## config.mk

```make
export PLATFORM = sky130hd
export DESIGN_NAME = lsem_top
export DESIGN_NICKNAME = d
export VERILOG_FILES = /design/src/common/lsem_pkg.sv /design/src/rtl/lsem_msg.sv /design/src/rtl/lsem_top.sv
export SDC_FILE = /design/constraint.sdc
export NUM_CORES = 1
export LEC_CHECK = 0
export CORE_AREA = 2 2 235 121
export DETAILED_ROUTE_END_ITERATION = 10
export DIE_AREA = 0 0 237 123
export DONT_BUFFER_PORTS = 1
export GPL_TIMING_DRIVEN = 0
export PLACE_DENSITY = 0.8
export SYNTH_ARGS = -nofsm -noshare
export SYNTH_HDL_FRONTEND = slang
export SYNTH_SLANG_ARGS = --single-unit
```

## constraint.sdc

```tcl
create_clock -name mclk_i -period 6.2 [get_ports mclk_i]
set_input_delay 1.86 -clock mclk_i [delete_from_list [all_inputs] [get_ports mclk_i]]
set_output_delay 1.86 -clock mclk_i [all_outputs]
set_load 0.02 [all_outputs]
```

## src/common/lsem_pkg.sv

```systemverilog
// constants, modes and timing for the load shed energy manager
// assumes a single 20 MHz clock; current values are whole amps
package lsem_pkg;
	localparam int LSEM_CLK_HZ = 20_000_000;
	localparam int LSEM_TICK_S = 1;
	localparam int LSEM_TICK_CYC = LSEM_CLK_HZ * LSEM_TICK_S;
	localparam int LSEM_HOLD_S = 120;
	localparam int LSEM_FLASH_MS = 500;
	localparam int LSEM_FLASH_CYC = LSEM_CLK_HZ / 1000 * LSEM_FLASH_MS;
	localparam int LSEM_MSG_MS = 100;
	localparam int LSEM_MSG_CYC = LSEM_CLK_HZ / 1000 * LSEM_MSG_MS;
	localparam int LSEM_NLOAD = 6;
	localparam logic [7:0] LSEM_LIM_30 = 8'h1e;
	localparam logic [7:0] LSEM_LIM_20 = 8'h14;
	localparam logic [7:0] LSEM_LIM_GEN_LO = 8'h2d;
	localparam logic [7:0] LSEM_LIM_GEN_HI = 8'h3c;
	localparam logic [7:0] LSEM_HOLD_SEC = 8'h78;
	localparam logic [7:0] LSEM_METER_MAX = 8'h63;
	localparam logic [5:0] LSEM_ALL_ON = 6'h3f;
	// service lamp bit positions
	localparam int LSEM_SVC_50 = 0;
	localparam int LSEM_SVC_GEN = 1;
	localparam int LSEM_SVC_30 = 2;
	localparam int LSEM_SVC_20 = 3;
	typedef enum logic [3:0] {
		LSEM_SRC_NONE = 4'b0001,
		LSEM_SRC_50 = 4'b0010,
		LSEM_SRC_GEN = 4'b0100,
		LSEM_SRC_SHORE = 4'b1000
	} lsem_src_t;
endpackage

```

## src/rtl/lsem_msg.sv

```systemverilog
// periodic display message framer toward the remote panel
// assumes a downstream serialiser takes the word on each strobe
`timescale 1ns/100ps
module lsem_msg
	import lsem_pkg::*;
#(
	parameter int PERIOD_CYC = LSEM_MSG_CYC
) (
	// clock and reset
	input wire logic mclk_i,
	input wire logic rstn_i,
	// display state
	input wire logic [7:0] meter_i,
	input wire logic meter_blank_i,
	input wire logic [5:0] load_lamp_i,
	input wire logic [3:0] svc_lamp_i,
	// message out
	output logic [19:0] msg_o,
	output logic msg_stb_o
);
	// ==========================================
	// period counter
	logic [31:0] cnt_reg;
	wire cnt_end = (cnt_reg == 32'(PERIOD_CYC - 1));
	always_ff @(posedge mclk_i) begin
		if (!rstn_i) begin
			cnt_reg <= '0;
			msg_stb_o <= 1'b0;
			msg_o <= '0;
		end else begin
			cnt_reg <= cnt_end ? '0 : cnt_reg + 32'h1;
			msg_stb_o <= cnt_end;
			if (cnt_end) begin
				msg_o <= {svc_lamp_i, load_lamp_i, meter_blank_i, meter_i[6:0], 2'h0};
			end
		end
	end
endmodule

```

## src/rtl/lsem_top.sv

```systemverilog
// load shed energy manager core: source detect, shed and restore of six loads
// assumes line/generator/button pins are asynchronous; current is sampled amps
// Function
// - on 240 V service, management off and every relay closed.
// - in 50 A mode blank meter, light 50 A lamp and all load lamps.
// - 240 V between lines selects 50 A mode even with generator running.
// - generator run with equal lines gives generator mode, meter and gen lamp.
// - generator limiting off (default) turns on all loads and lamps.
// - single phase without generator run means 30 A shore, management on.
// - new shore power starts in 30 A mode; 30/20 lamp lit in 30 A.
// - button press toggles the shore limit between 20 A and 30 A.
// - without 240 V, current over active limit sheds controlled loads.
// - management starts loads one at a time, one second apart.
// - over limit, shed one load at a time in table order until fixed.
// - on each shed, store current drop as that load's learned value.
// - restore last shed load only when spare current covers learned value.
// - a shed load stays off at least two minutes.
// - during hold-off flash lamp if current available, then energise steadily.
// - six relay outputs, four line loads, two low-voltage circuits.
// - lamps follow powered loads; meter shows current in single phase.
// - four service lamps, one per source, 20 A chosen by operator.
// - generator limit switch on disables management, meter still shown.
// - with generator limiting, rating switch gives 45 A on, 60 A off.
`timescale 1ns/100ps
module lsem_top
	import lsem_pkg::*;
#(
	parameter int TICK_CYC = LSEM_TICK_CYC,
	parameter int FLASH_CYC = LSEM_FLASH_CYC,
	parameter int MSG_CYC = LSEM_MSG_CYC,
	parameter logic [7:0] HOLD_SEC = LSEM_HOLD_SEC
) (
	// clock and reset
	input wire logic mclk_i,
	input wire logic rstn_i,
	// line sense pins
	input wire logic line_one_input_i,
	input wire logic line_two_input_i,
	input wire logic line_240_i,
	input wire logic generator_run_sense_i,
	// configuration switches
	input wire logic generator_limit_disable_switch_i,
	input wire logic generator_rating_switch_i,
	input wire logic [2:0] shed_order_sel_i,
	input wire logic service_select_btn_i,
	// current sensor, amps
	input wire logic [7:0] neutral_amps_i,
	// relays and lamps
	output logic [5:0] relay_o,
	output logic [5:0] load_lamp_o,
	output logic [3:0] svc_lamp_o,
	output logic [7:0] meter_o,
	output logic meter_blank_o,
	output logic link_good_lamp_o,
	output logic link_fault_lamp_o,
	// panel message
	output logic [19:0] msg_o,
	output logic msg_stb_o
);
	// ==========================================
	// pin synchronisers
	logic [5:0] s1_reg, s2_reg;
	logic [7:0] amp1_reg, amp2_reg, amp3_reg, amp_reg;
	// the sensor word is not gray coded: a reading is taken only once two
	// synchronised samples agree, so a word caught mid-change is never used
	wire amp_same = (amp3_reg == amp2_reg);
	always_ff @(posedge mclk_i) begin
		if (!rstn_i) begin
			s1_reg <= '0;
			s2_reg <= '0;
			amp1_reg <= '0;
			amp2_reg <= '0;
			amp3_reg <= '0;
			amp_reg <= '0;
		end else begin
			s1_reg <= {service_select_btn_i, generator_rating_switch_i,
				generator_limit_disable_switch_i, generator_run_sense_i,
				line_240_i, line_one_input_i | line_two_input_i};
			s2_reg <= s1_reg;
			amp1_reg <= neutral_amps_i;
			amp2_reg <= amp1_reg;
			amp3_reg <= amp2_reg;
			if (amp_same) begin
				amp_reg <= amp3_reg;
			end
		end
	end
	wire line_on = s2_reg[0];
	wire l240 = s2_reg[1];
	wire gen_run = s2_reg[2];
	wire gen_lim_off = s2_reg[3];
	wire gen_rate = s2_reg[4];
	wire btn = s2_reg[5];

	// ==========================================
	// source detection
	lsem_src_t src;
	assign src = !line_on ? LSEM_SRC_NONE :
		l240 ? LSEM_SRC_50 :
		gen_run ? LSEM_SRC_GEN :
		LSEM_SRC_SHORE;
	lsem_src_t src_reg;
	logic lim20_reg, btn_reg;
	wire btn_rise = btn & ~btn_reg;
	always_ff @(posedge mclk_i) begin
		if (!rstn_i) begin
			src_reg <= LSEM_SRC_NONE;
			lim20_reg <= 1'b0;
			btn_reg <= 1'b0;
		end else begin
			src_reg <= src;
			btn_reg <= btn;
			if (src == LSEM_SRC_SHORE && src_reg != LSEM_SRC_SHORE) begin
				lim20_reg <= 1'b0;
			end else if (src == LSEM_SRC_SHORE && btn_rise) begin
				lim20_reg <= ~lim20_reg;
			end
		end
	end
	wire manage = (src_reg == LSEM_SRC_SHORE) ||
		(src_reg == LSEM_SRC_GEN && !gen_lim_off);
	wire [7:0] gen_lim = gen_rate ? LSEM_LIM_GEN_LO : LSEM_LIM_GEN_HI;
	wire [7:0] limit = (src_reg == LSEM_SRC_GEN) ? gen_lim :
		lim20_reg ? LSEM_LIM_20 : LSEM_LIM_30;
	wire over = amp_reg > limit;
	// difference floored at zero; a reading that rose while a load was
	// shed must not wrap into a huge learned value that blocks its restore
	function automatic logic [7:0] sat_sub(input logic [7:0] a, input logic [7:0] b);
		sat_sub = (a > b) ? a - b : 8'h00;
	endfunction
	wire [7:0] spare = sat_sub(limit, amp_reg);

	// ==========================================
	// time base: one second tick and flash toggle
	logic [31:0] tick_cnt_reg, flash_cnt_reg;
	logic tick_reg, flash_reg;
	// wrap on the last count so a tick comes every TICK_CYC cycles, not one more
	wire tick_end = (tick_cnt_reg == 32'(TICK_CYC - 1));
	// the flash phase runs free, so a pending lamp may start mid-phase
	always_ff @(posedge mclk_i) begin
		if (!rstn_i) begin
			tick_cnt_reg <= '0;
			flash_cnt_reg <= '0;
			tick_reg <= 1'b0;
			flash_reg <= 1'b0;
		end else begin
			tick_reg <= tick_end;
			tick_cnt_reg <= tick_end ? '0 : tick_cnt_reg + 32'h1;
			if (flash_cnt_reg == 32'(FLASH_CYC - 1)) begin
				flash_cnt_reg <= '0;
				flash_reg <= ~flash_reg;
			end else begin
				flash_cnt_reg <= flash_cnt_reg + 32'h1;
			end
		end
	end

	// ==========================================
	// shed table: eight wirings of relay shed order
	function automatic logic [17:0] order_of(input logic [2:0] sel);
		// six 3-bit relay indices, first shed in the top bits
		unique case (sel)
			3'h0: order_of = {3'h5, 3'h4, 3'h3, 3'h2, 3'h1, 3'h0};
			3'h1: order_of = {3'h3, 3'h5, 3'h4, 3'h2, 3'h1, 3'h0};
			3'h2: order_of = {3'h3, 3'h2, 3'h5, 3'h4, 3'h1, 3'h0};
			3'h3: order_of = {3'h3, 3'h2, 3'h1, 3'h5, 3'h4, 3'h0};
			3'h4: order_of = {3'h3, 3'h2, 3'h1, 3'h0, 3'h5, 3'h4};
			3'h5: order_of = {3'h5, 3'h3, 3'h4, 3'h2, 3'h1, 3'h0};
			3'h6: order_of = {3'h3, 3'h5, 3'h2, 3'h4, 3'h1, 3'h0};
			default: order_of = {3'h3, 3'h2, 3'h5, 3'h1, 3'h4, 3'h0};
		endcase
	endfunction
	// switches read closed as one; column one is all switches on
	logic [2:0] cfg1_reg, cfg2_reg;
	wire [17:0] order = order_of(~cfg2_reg);
	always_ff @(posedge mclk_i) begin
		if (!rstn_i) begin
			cfg1_reg <= '1;
			cfg2_reg <= '1;
		end else begin
			// the switches are pins like any other and pass two flops
			cfg1_reg <= shed_order_sel_i;
			cfg2_reg <= cfg1_reg;
		end
	end
	function automatic logic [2:0] relay_at(input logic [17:0] ord, input logic [2:0] pos);
		relay_at = ord[17 - 3 * pos -: 3];
	endfunction

	// ==========================================
	// load engine
	// shed_cnt counts loads currently shed, stacked in table order, so the
	// most recently shed load is always the one restored first
	logic [5:0] on_reg;
	logic [2:0] shed_cnt_reg;
	logic [2:0] start_cnt_reg;
	logic [7:0] learn_reg [LSEM_NLOAD];
	logic [7:0] hold_reg;
	logic [7:0] pre_amp_reg;
	logic learn_pend_reg;
	logic [2:0] last_rel_reg;
	wire [2:0] shed_rel = relay_at(order, shed_cnt_reg);
	wire [2:0] rest_rel = relay_at(order, shed_cnt_reg - 3'h1);
	wire [2:0] start_rel = relay_at(order, 3'h5 - start_cnt_reg);
	wire can_restore = !over && (spare >= learn_reg[rest_rel]);
	wire starting = start_cnt_reg != 3'(LSEM_NLOAD);
	always_ff @(posedge mclk_i) begin
		if (!rstn_i) begin
			on_reg <= '0;
			shed_cnt_reg <= '0;
			start_cnt_reg <= '0;
			hold_reg <= '0;
			pre_amp_reg <= '0;
			learn_pend_reg <= 1'b0;
			last_rel_reg <= '0;
			for (int i = 0; i < LSEM_NLOAD; i++) begin
				learn_reg[i] <= '0;
			end
		end else if (!manage) begin
			if (src_reg == LSEM_SRC_NONE) begin
				on_reg <= '0;
			end else begin
				on_reg <= LSEM_ALL_ON;
			end
			shed_cnt_reg <= '0;
			start_cnt_reg <= '0;
			hold_reg <= '0;
			learn_pend_reg <= 1'b0;
		end else if (tick_reg) begin
			// one action per tick, learning first: each measured drop then
			// belongs to exactly one relay
			if (hold_reg != 8'h00) begin
				hold_reg <= hold_reg - 8'h01;
			end
			if (learn_pend_reg) begin
				learn_reg[last_rel_reg] <= sat_sub(pre_amp_reg, amp_reg);
				learn_pend_reg <= 1'b0;
			end else if (over && shed_cnt_reg != 3'(LSEM_NLOAD)) begin
				// a load is judged one tick after it is shed so the sensor settles
				pre_amp_reg <= amp_reg;
				on_reg[shed_rel] <= 1'b0;
				last_rel_reg <= shed_rel;
				shed_cnt_reg <= shed_cnt_reg + 3'h1;
				learn_pend_reg <= 1'b1;
				hold_reg <= HOLD_SEC;
				if (starting) begin
					start_cnt_reg <= 3'(LSEM_NLOAD);
				end
			end else if (starting) begin
				on_reg[start_rel] <= 1'b1;
				start_cnt_reg <= start_cnt_reg + 3'h1;
			end else if (shed_cnt_reg != 3'h0 && hold_reg == 8'h00 && can_restore) begin
				on_reg[rest_rel] <= 1'b1;
				shed_cnt_reg <= shed_cnt_reg - 3'h1;
			end
		end
	end
	// only the load that would come back next flashes, while its hold-off runs
	wire [5:0] pend_flash = (shed_cnt_reg != 3'h0 && hold_reg != 8'h00 && can_restore)
		? (6'h01 << rest_rel) : 6'h00;

	// ==========================================
	// outputs
	wire single = (src_reg == LSEM_SRC_GEN) || (src_reg == LSEM_SRC_SHORE);
	wire [3:0] svc = {(src_reg == LSEM_SRC_SHORE) && lim20_reg,
		(src_reg == LSEM_SRC_SHORE) && !lim20_reg,
		src_reg == LSEM_SRC_GEN, src_reg == LSEM_SRC_50};
	wire [7:0] meter = (amp_reg > LSEM_METER_MAX) ? LSEM_METER_MAX : amp_reg;
	always_ff @(posedge mclk_i) begin
		if (!rstn_i) begin
			relay_o <= '0;
			load_lamp_o <= '0;
			svc_lamp_o <= '0;
			meter_o <= '0;
			meter_blank_o <= 1'b1;
			link_good_lamp_o <= 1'b0;
			link_fault_lamp_o <= 1'b0;
		end else begin
			relay_o <= on_reg;
			load_lamp_o <= on_reg | (pend_flash & {6{flash_reg}});
			svc_lamp_o <= svc;
			meter_o <= single ? meter : 8'h00;
			meter_blank_o <= !single;
			link_good_lamp_o <= 1'b1;
			link_fault_lamp_o <= 1'b0;
		end
	end

	lsem_msg #(
		.PERIOD_CYC(MSG_CYC)
	) u_msg (
		.mclk_i(mclk_i),
		.rstn_i(rstn_i),
		.meter_i(meter_o),
		.meter_blank_i(meter_blank_o),
		.load_lamp_i(load_lamp_o),
		.svc_lamp_i(svc_lamp_o),
		.msg_o(msg_o),
		.msg_stb_o(msg_stb_o)
	);
endmodule

```

# ---- Yosys cells after proc, flatten, opt, wreduce, memory -nomap -nowiden
# Memories as Yosys holds them, arrays and structs flattened.
# Index checks and enable logic that the tools add are counted.
dict set report totals {
  ff_bits 231
  ram_bits 48
  output_inout_bits 48
  elab_cells 183
  n_memories 1
}
# name words word_bits rd rd_clocked_by_memory_dff write_ports line
set memory_table {}
lappend memory_table {learn_reg 6 8 1 0 6 lsem_top.sv:197} ;# logic [7:0] learn_reg [LSEM_NLOAD];
dict set report op_classes {
  n_addsub 13
  n_mul 3
  order_cmp 11
  eq_ne 22
  n_shift 4
  mux 45
  n_bitwise 15
  reduce_logical 37
}
# operator n
set ops {}
lappend ops {{$pmux W18 S7} 1}
lappend ops {{$shiftx A20 B33 Y3} 3}
lappend ops {{$add A32 B1 Y32 const B} 3}
lappend ops {{$mux W6} 9}
lappend ops {{$mux W8} 6}
lappend ops {{$eq A32 B21 Y1 const B} 1}
lappend ops {{$eq A32 B24 Y1 const B} 1}
lappend ops {{$eq A32 B25 Y1 const B} 1}
lappend ops {{$mux W3} 7}
lappend ops {{$or A6 B6 Y6} 3}
lappend ops {{$sub A5 B5 Y6 const A} 3}
lappend ops {{$mux W4} 4}
lappend ops {{$mul A2 B3 Y5 const A} 3}
lappend ops {{$logic_and A1 B1 Y1} 14}
lappend ops {{$mux W1} 13}
lappend ops {{$and A6 B6 Y6} 2}
lappend ops {{$lt A3 B4 Y1 const B} 3}
lappend ops {{$demux W1 S3} 3}
lappend ops {{$eq A3 B3 Y1 const B} 3}
lappend ops {{$ge A3 B1 Y1 const B} 3}
lappend ops {{$eq A4 B4 Y1 const B} 2}
lappend ops {{$eq A8 B8 Y1} 1}
lappend ops {{$ge A8 B8 Y1} 1}
lappend ops {{$gt A6 B8 Y1} 1}
lappend ops {{40 further kinds} 59}

# ---- Longest topological paths before layout
# Gate-level depths: netlist of the first run.
dict set report logic_depth {
  word_depth 15
  depth_mapped 28
  depth_no_buf 22
}

# ---- Modules after synthesis
# A second synthesis of the first run with hierarchy kept.
dict set report hier_totals {
  cells_unflattened 1718
  area_unflattened_um2 15212.1
}
# module n_inst cells_per_inst area_each_um2 seq_area_each_um2
set modules_own_cells {}
lappend modules_own_cells {lsem_top 1 1460 13040.0 5525.3}
lappend modules_own_cells {lsem_msg 1 258 2172.1 1021.0}

# ---- Worst setup path after synthesis of the first run
# OpenSTA, ideal clock, no wires.
dict set report synth_path {
  kind {reg2reg}
  start {register shed_cnt_reg[0]}
  end {register on_reg[5]}
  setup_ns 0.078
  t_arrival_ns 5.751
  path_slack_ns 0.371
  stages_incl_launch_ff 28
  n_path_buf 5
  period_less_slack_ns 5.829
  path_cell_list {dfxtp_1 > buf_4 > inv_2 > buf_2 > buf_2 > ha_1 > xnor2_4 > ha_1 > ha_1 > clkbuf_1 > a21o_1 > and3_1 > a211o_1 > nor4_4 > a211oi_4 > inv_2 > buf_4 > mux2i_1 > mux2i_1 > ha_1 > a2111o_1 > a31oi_1 > o21ai_0 > nand3_1 > o211ai_1 > a21oi_1 > o22ai_1 > nor3_1}
}
dict set report synth_between {
  elab_chain_cells 15
  word_cells_on_any_way 36
}
# element line
set synth_rtl {}
lappend synth_rtl {{start, declared} lsem_top.sv:195} ;# logic [2:0] shed_cnt_reg;
lappend synth_rtl {{start signal, assigned} lsem_top.sv:243} ;# shed_cnt_reg <= shed_cnt_reg + 3'h1;
lappend synth_rtl {{start signal, assigned} lsem_top.sv:254} ;# shed_cnt_reg <= shed_cnt_reg - 3'h1;
lappend synth_rtl {{$sub A3 B1 Y3} lsem_top.sv:203} ;# wire [2:0] rest_rel = relay_at(order, shed_cnt_reg - 3'h1);
lappend synth_rtl {{$mul A2 B3 Y5} lsem_top.sv:187} ;# relay_at = ord[17 - 3 * pos -: 3];
lappend synth_rtl {{$sub A5 B5 Y6} lsem_top.sv:187}
lappend synth_rtl {{$shiftx A20 B33 Y3} lsem_top.sv:187}
lappend synth_rtl {{$lt A3 B4 Y1 (implied by the code) / $ge A3 B1 Y1 (equally long branches)} lsem_top.sv:253} ;# on_reg[rest_rel] <= 1'b1;
lappend synth_rtl {{$logic_and A1 B1 Y1 (implied by the code)} lsem_top.sv:253}
lappend synth_rtl {{$mux W1 (implied by the code)} lsem_top.sv:253}
lappend synth_rtl {{$demux W1 S3} lsem_top.sv:253}
lappend synth_rtl {{$or A6 B6 Y6 (no line)} n/a}
lappend synth_rtl {{$mux W6} lsem_top.sv:252} ;# end else if (shed_cnt_reg != 3'h0 && hold_reg == 8'h00 && can_restore) begin
lappend synth_rtl {{$mux W6} lsem_top.sv:249} ;# end else if (starting) begin
lappend synth_rtl {{$mux W6} lsem_top.sv:238} ;# end else if (over && shed_cnt_reg != 3'(LSEM_NLOAD)) begin
lappend synth_rtl {{$mux W6} lsem_top.sv:235} ;# if (learn_pend_reg) begin
lappend synth_rtl {{$mux W6} lsem_top.sv:229} ;# end else if (tick_reg) begin
lappend synth_rtl {{$mux W6} lsem_top.sv:219} ;# end else if (!manage) begin
lappend synth_rtl {{end signal, assigned} lsem_top.sv:221} ;# on_reg <= '0;
lappend synth_rtl {{end signal, assigned} lsem_top.sv:223} ;# on_reg <= LSEM_ALL_ON;
lappend synth_rtl {{end signal, assigned by index} lsem_top.sv:241} ;# on_reg[shed_rel] <= 1'b0;
lappend synth_rtl {{end, declared} lsem_top.sv:194} ;# logic [5:0] on_reg;
# Several ways; a longest one is shown, not always the timed one. The select of a mux whose other input is x is not followed.
# A chain may end at the register's enable or synchronous reset.

# ---- Worst setup path in the final report of the first run
dict set report layout_path {
  start {register shed_cnt_reg[0]}
  end {register load_lamp_o[3]}
}
dict set report layout_between {
  elab_chain_cells 11
  word_cells_on_any_way 14
}
# element line
set layout_rtl {}
lappend layout_rtl {{$sub A3 B1 Y3} lsem_top.sv:203}
lappend layout_rtl {{$mul A2 B3 Y5} lsem_top.sv:187}
lappend layout_rtl {{$sub A5 B5 Y6} lsem_top.sv:187}
lappend layout_rtl {{$shiftx A20 B33 Y3} lsem_top.sv:187}
lappend layout_rtl {{$mem_v2 Z6 W8} n/a}
lappend layout_rtl {{$ge A8 B8 Y1} lsem_top.sv:205} ;# wire can_restore = !over && (spare >= learn_reg[rest_rel]);
lappend layout_rtl {{$logic_and A1 B1 Y1} lsem_top.sv:205}
lappend layout_rtl {{$logic_and A1 B1 Y1} lsem_top.sv:259} ;# wire [5:0] pend_flash = (shed_cnt_reg != 3'h0 && hold_reg != 8'h00 && can_restore)
lappend layout_rtl {{$mux W6 (*)} lsem_top.sv:260} ;# ? (6'h01 << rest_rel) : 6'h00;
lappend layout_rtl {{$and A6 B6 Y6 (*)} lsem_top.sv:280} ;# load_lamp_o <= on_reg | (pend_flash & {6{flash_reg}});
lappend layout_rtl {{$or A6 B6 Y6 (*)} lsem_top.sv:280}
lappend layout_rtl {{end signal, assigned} lsem_top.sv:280}
lappend layout_rtl {{end, declared} lsem_top.sv:50} ;# output logic [5:0] load_lamp_o,
# Mark *: on every way between the ends. The rest lies on a longest branch, timed or not.

==> metrics.txt, run 1 <==
via count roughly 13000; CTS max path bufs 3; adder-cell share of the synthesized area 3.89%; commonest non-fill, non-tap cells in the layout dfxtp_1, nor2_1, nand2_1; layout overhead on the synthesized area 10.1%; delay-heaviest family, CP simple AND/OR/NAND/NOR gates; synthesis warning total 0; placed cell count between 2000 and 2500; Worst-path clk slew 0.07 ns; routability cong. 0.993; met2 WL 16.3 mm; mux share of post-synthesis cell area 5.60%; Ports 68; Max Fclk 165 MHz; hold depth 1; H-tree levels 1; DRT antenna net count 0; CTS root buf clkbuf_16; Post-synth EDFFs 64; Sequential cell area 0.00655 sq mm; NumNets Final 1826; Core Rows 43; Setup TNS 0 ns; number of fill cells between 2000 and 2500; GRT Util Overall 29.9%; Finished Layout Cells 2142; initial antenna violation count 1; cell area after synthesis 0.0155 sq mm; CTS sink cnt between 200 and 300; Hold Vio Cnt, Final 0; CTS tree built; largest net degree at the start of global routing 18; Post-Synth XOR/XNOR Area about 6.1%; core area 0.0272 sq mm; Post-DP Area 0.0160 sq mm; Hold EP cfg2_reg[0]; # port buffers 0; final worst-path cycle share 97.6%; Crit. End Element flop; Max transition margin 24.7%; post-synth cell types 93; Main synth FF type dfxtp_1; Synth Area in Compound Gates 14.1%; final core utilization 62.9%; initial core utilization 57.1%; WL/cell ~20 um; WP data arrival 6.50 ns; Critical Path Start Type flop; Max-Cap Viols 0; Worst EP required around 6.7 ns; Seq/Total Area, Yosys 42.2%; fin crit period 6.05 ns; Worst VDD drop about 200 uV; slowest stage delay, CP 0.64 ns; worst-margin pin slew about 1.1 ns; Total Die Area 0.0292 sq mm; WL final 44.0 mm; Pleak 6.17 nW; critical path class reg -> reg; Post-Synthesis Cells 1718; vias in the first global route about 12000; DR pass1 iterations 5; grt ovf 0; multi-input logic area 0.00840 sq mm; Setup Skew 0.0238 ns; R2R Path End load_lamp_o[3]; crit path max fanout 12; wire length on met1 about 21 mm; simple-gate share of the synthesized area 23.7%; HPWL Detailed 32.8 mm; PD cells 231 mW/mm^2; Worst R2R Start shed_cnt_reg[0]; R2R Setup Slk ~0.15 ns; CTS Hold Bufs 0; ranking of synthesized cells by area dfxtp_1, edfxtp_1, mux2i_1; worst skew pair latency 0.56 ns; hold crit path type reg -> reg; Final Slew Violations 0; most common cell after layout, fill and taps aside dfxtp_1; share of cells above drive strength 1 8.42%; met3 WL 5.94 mm; Vias per Instance 6.14; stages on the worst setup path 27; Post-Syn Area per Cell 9.03 sq um; FF-to-FF path depth 27; main combinational cell family by area after synthesis simple AND/OR/NAND/NOR gates; chip height 123 um; Die Wd ~240 um; status completed; first-pass GRT wire length about 70 mm; Synth area leader dfxtp_1; max reg flops 64; Synth Register Bits approximately 300; DR top layer met4; CP dominant cell by count buf_6; TritonCTS buffer count 27; Crit path buffers/inverters 7; hold wc startpoint cfg1_reg[0]; final setup vio count 0; share of the synthesized area in the top cell type 29.8%; design area 0.0171 sq mm; async set-reset flop share out of synthesis 0%; # DRC 0; CP max-delay cell nor3_1; Iter 0 DRT Violations 1725
what timing repair did:
item	in CTS	in global routing
gates resized for setup	13	13
pin swaps	4	10
hold endpoints to repair	0	0
buffers inserted	6	3
setup endpoints to repair	15	13
gates cloned	0	1
through the flow:
stage | hold slack (ns) | power, mW | setup slack, ns
floorplan | 0.386 | 2.19 | 0.371
global placement | 0.395 | 2.24 | -0.848
detailed placement | 0.399 | 2.25 | -0.992
CTS | 0.416 | 3.94 | 0.0242
global route | 0.440 | 4.04 | -0.0300
finish | 0.414 | 3.94 | 0.146
final cells by class:
type                       instances  area share (%)
antenna                            1          0.0147
clock inverter                    18            1.05
timing repair buffer              10           0.440
clock buffer                      31            4.23
sequential                       295            38.4
tap                              360            2.64
inverter                          58            1.27
buffer                            85            2.81
multi-input combinational       1284            49.2
worst max path at each step:
stage	endpoint	startpoint	slack (ns)
floorplan	on_reg[5]	shed_cnt_reg[0]	0.37
global placement	on_reg[5]	shed_cnt_reg[0]	-0.85
detailed placement	on_reg[5]	shed_cnt_reg[0]	-0.99
CTS	on_reg[1]	shed_cnt_reg[0]	0.02
global route	load_lamp_o[4]	shed_cnt_reg[0]	-0.03
finish	load_lamp_o[3]	shed_cnt_reg[0]	0.15
where the power goes:
group          internal (mW)  total, mW  switching, mW
clock network          0.935       1.72          0.787
logic                 0.0697      0.197          0.128
registers               1.99       2.02         0.0246
total                   3.00       3.94          0.939
cells in the mapped netlist (23+ instances only):
cell and count:
buf_2 25, a21oi_1 71, nand2_1 141, nand3_1 56
mux2i_1 79, ha_1 41, inv_1 54, dfxtp_1 231
edfxtp_1 64, o21ai_0 64, xnor2_1 31, nor2_1 188
clkbuf_1 37, and2_1 62, nor3_1 36, xor2_1 71
nor4_1 23, and3_1 30, nand2b_1 38, nand4_1 28
nor2b_1 48
layer usage:
layer / track usage (%) / up-vias
met5: 0 / -
met4: 4.75 / 0
met3: 9.96 / 62
met2: 39.2 / 705
met1: 46.8 / 6209
li1: - / 6185
cell families after synthesis:
| group | count (synthesis) |
|---|---|
| and+or+nand+nor | 719 |
| adders and majority gates | 46 |
| buffers and inverters | 144 |
| other | 1 |
| AOI/OAI and AO/OA | 323 |
| DFF | 295 |
| muxes | 85 |
| xor gates and xnor gates | 105 |
(Power assumes the default switching activity.)
==> run 2, diff against run 1 <==
--- a/config.mk
+++ b/config.mk
@@ -5,12 +5,12 @@
 export SDC_FILE = /design/constraint.sdc
 export NUM_CORES = 1
 export LEC_CHECK = 0
-export CORE_AREA = 2 2 235 121
+export CORE_AREA = 2 2 253 130
 export DETAILED_ROUTE_END_ITERATION = 10
-export DIE_AREA = 0 0 237 123
+export DIE_AREA = 0 0 255 132
 export DONT_BUFFER_PORTS = 1
 export GPL_TIMING_DRIVEN = 0
-export PLACE_DENSITY = 0.8
+export PLACE_DENSITY = 0.71
 export SYNTH_ARGS = -nofsm -noshare
 export SYNTH_HDL_FRONTEND = slang
 export SYNTH_SLANG_ARGS = --single-unit
==> run 2 against run 1 <==
  * Combinational power down 4%
  * Cell count increased by 3.7%
  * Clock power about the same
  * Critical path depth rose by 1
  * Worst setup slack gained 0.16 ns
  * Clock skew down 0.015 ns
  * First-iteration DRC count shrank 38%
==> metrics.txt, run 2 (synthesis gave the netlist of run 1 again) <==
status completed; # port buffers 0 (unchanged); Crit. End Element flop; final core utilization 55.1% (-7.8 points); layout overhead on the synthesized area 11.3%; WP data arrival 6.32 ns (-0.18 ns); NumNets Final 1833 (+0.38%); Die Wd 255 um (+7.6%); GRT Util Overall 22.4% (-7.5 points); crit path max fanout 12 (unchanged); Setup TNS 0 ns (unchanged); first-pass GRT wire length 61.8 mm (-9.3%); CTS tree built; Iter 0 DRT Violations 1069 (-38%); Core Rows 46 (+7.0%); CTS sink cnt 295 (unchanged); commonest non-fill, non-tap cells in the layout dfxtp_1, nor2_1, nand2_1; final worst-path cycle share 95.0% (-2.6 points); fin crit period 5.89 ns (-0.164 ns); Max transition margin 10.3% (-14 points); via count 12700 (-3.7%); HPWL Detailed 27.4 mm (-16%); Worst EP required 6.63 ns (-0.02 ns); final setup vio count 0 (unchanged); hold crit path type reg -> reg; share of cells above drive strength 1 8.61% (+0.19 points); Ports 68 (unchanged); largest net degree at the start of global routing 16 (-2); combinational power share 4.8% (-0.2 points); Final Slew Violations 0 (unchanged); Pleak 6.23 nW (+0.86%); Max-Cap Viols 0 (unchanged); Critical Path Start Type flop; routability cong. 0.966 (-2.8%); critical path class reg -> reg; slowest stage delay, CP 0.46 ns (-0.18 ns); CTS max path bufs 3 (unchanged); sw frac 22.4% (-1.5 points); sequential power share 51.6% (+0.3 points); most common cell after layout, fill and taps aside dfxtp_1; WL/cell 17.2 um (-16%); CTS root buf clkbuf_16; # diodes 0 (-1); chip height 132 um (+7.3%); Total Die Area 0.0337 sq mm (+15%); worst skew pair latency 0.55 ns (about the same); WL final 38.3 mm (-13%); core area 0.0314 sq mm (+15%); Vias per Instance 5.71 (-7.1%); vias in the first global route 12000 (-0.025%); Max Fclk 170 MHz (+2.8%); # DRC 0 (unchanged); Hold Vio Cnt, Final 0 (unchanged); PD cells 226 mW/mm^2 (-1.8%); number of fill cells 2804 (+23%); initial antenna violation count 1 (unchanged); Setup Skew 0.00866 ns (-0.0152 ns); CTS Hold Bufs 0 (unchanged); Clock power frac 43.5% (-0.2 points); Worst VDD drop 157 uV (-21%); CP dominant cell by count buf_8; worst-margin pin slew 1.33 ns (+0.213 ns); DRT antenna net count 0 (unchanged); CP max-delay cell o211ai_1; grt ovf 0 (unchanged); initial core utilization 49.5% (-7.6 points); Psw 875 uW (-6.8%); internal power 3.03 mW (+1.2%); max reg flops 64 (unchanged); TritonCTS buffer count 28 (+3.7%); H-tree levels 1 (unchanged); DR pass1 iterations 6 (+1); Worst-path clk slew 0.07 ns (about the same)
==> run 2: area by class of cell <==
type | instances | area (sq um) | share of cell area (%)
clock buffers | 40 | 820 | 4.74
plain buffers | 85 | 495 | 2.87
repair buffers | 16 | 133 | 0.768
flip-flops and latches | 295 | 6550 | 37.9
well taps | 432 | 541 | 3.13
inverters | 58 | 220 | 1.27
clock inverters | 11 | 104 | 0.601
multi-input cells | 1284 | 8410 | 48.7
==> run 2: metal layers <==
metal / vias to the layer above / track usage (%) / share of wire [%]
met4: 2 / 7.96 / 3.2
met5: - / 0 / 0.034
met2: 459 / 36.3 / 46
met3: 82 / 3.81 / 6.9
met1: 5949 / 30.2 / 44
li1: 6184 / - / -
==> run 2: stage by stage <==
| stage | power [mW] | setup WS, ns | instance area, sq um | hold WS (ns) | std cells |
|---|---|---|---|---|---|
| 3_5_place_dp | 2.24 | -1.08 | 16100 | 0.394 | 2154 |
| 5_1_grt | 4.04 | -0.0341 | 17300 | 0.423 | 2221 |
| 4_1_cts | 3.94 | 0.0162 | 17100 | 0.409 | 2207 |
| 6_report | 3.91 | 0.310 | 17300 | 0.409 | 2221 |
| 2_1_floorplan | 2.19 | 0.371 | 15500 | 0.386 | 1722 |
| 3_3_place_gp | 2.24 | -1.05 | 16100 | 0.392 | 2154 |
==> run 2: worst paths after layout <==
| kind | from | endpoint | slack [ns] | depth (start not counted) |
|---|---|---|---|---|
| max reg2reg | shed_cnt_reg[0] | on_reg[0] | 0.31 | 28 |
| max | shed_cnt_reg[0] | on_reg[0] | 0.31 | 28 |
| min reg2reg | cfg1_reg[2] | cfg2_reg[2] | 0.41 | 1 |
| min | cfg1_reg[2] | cfg2_reg[2] | 0.41 | 1 |
==> run 2: timing repair <==
item / in CTS / in global routing
endpoints found under the setup margin: 15 / 15
gates cloned: 0 / 1
pin swaps: 4 / 11
setup buffers: 3 / 13
hold endpoints to repair: 0 / 0
resized for setup: 16 / 18
==> run 2: worst max-delay path, delay by kind of cell (launching register included) <==
family	cells	cell delay [ns]
AOI/OAI and AO/OA	11	2.08
xor gates and xnor gates	1	0.14
buffers and inverters	7	1.10
adders and majority gates	4	1.04
DFF	1	0.39
and+or+nand+nor	2	0.24
muxes	3	0.75
==> run 2: power groups by stage <==
stage          logic, mW  clock network [mW]  registers, mW
2_1_floorplan      0.136                   0           2.05
3_3_place_gp       0.180                   0           2.06
3_5_place_dp       0.182                   0           2.06
4_1_cts            0.184                1.74           2.02
5_1_grt            0.208                1.81           2.02
6_report           0.189                1.70           2.02
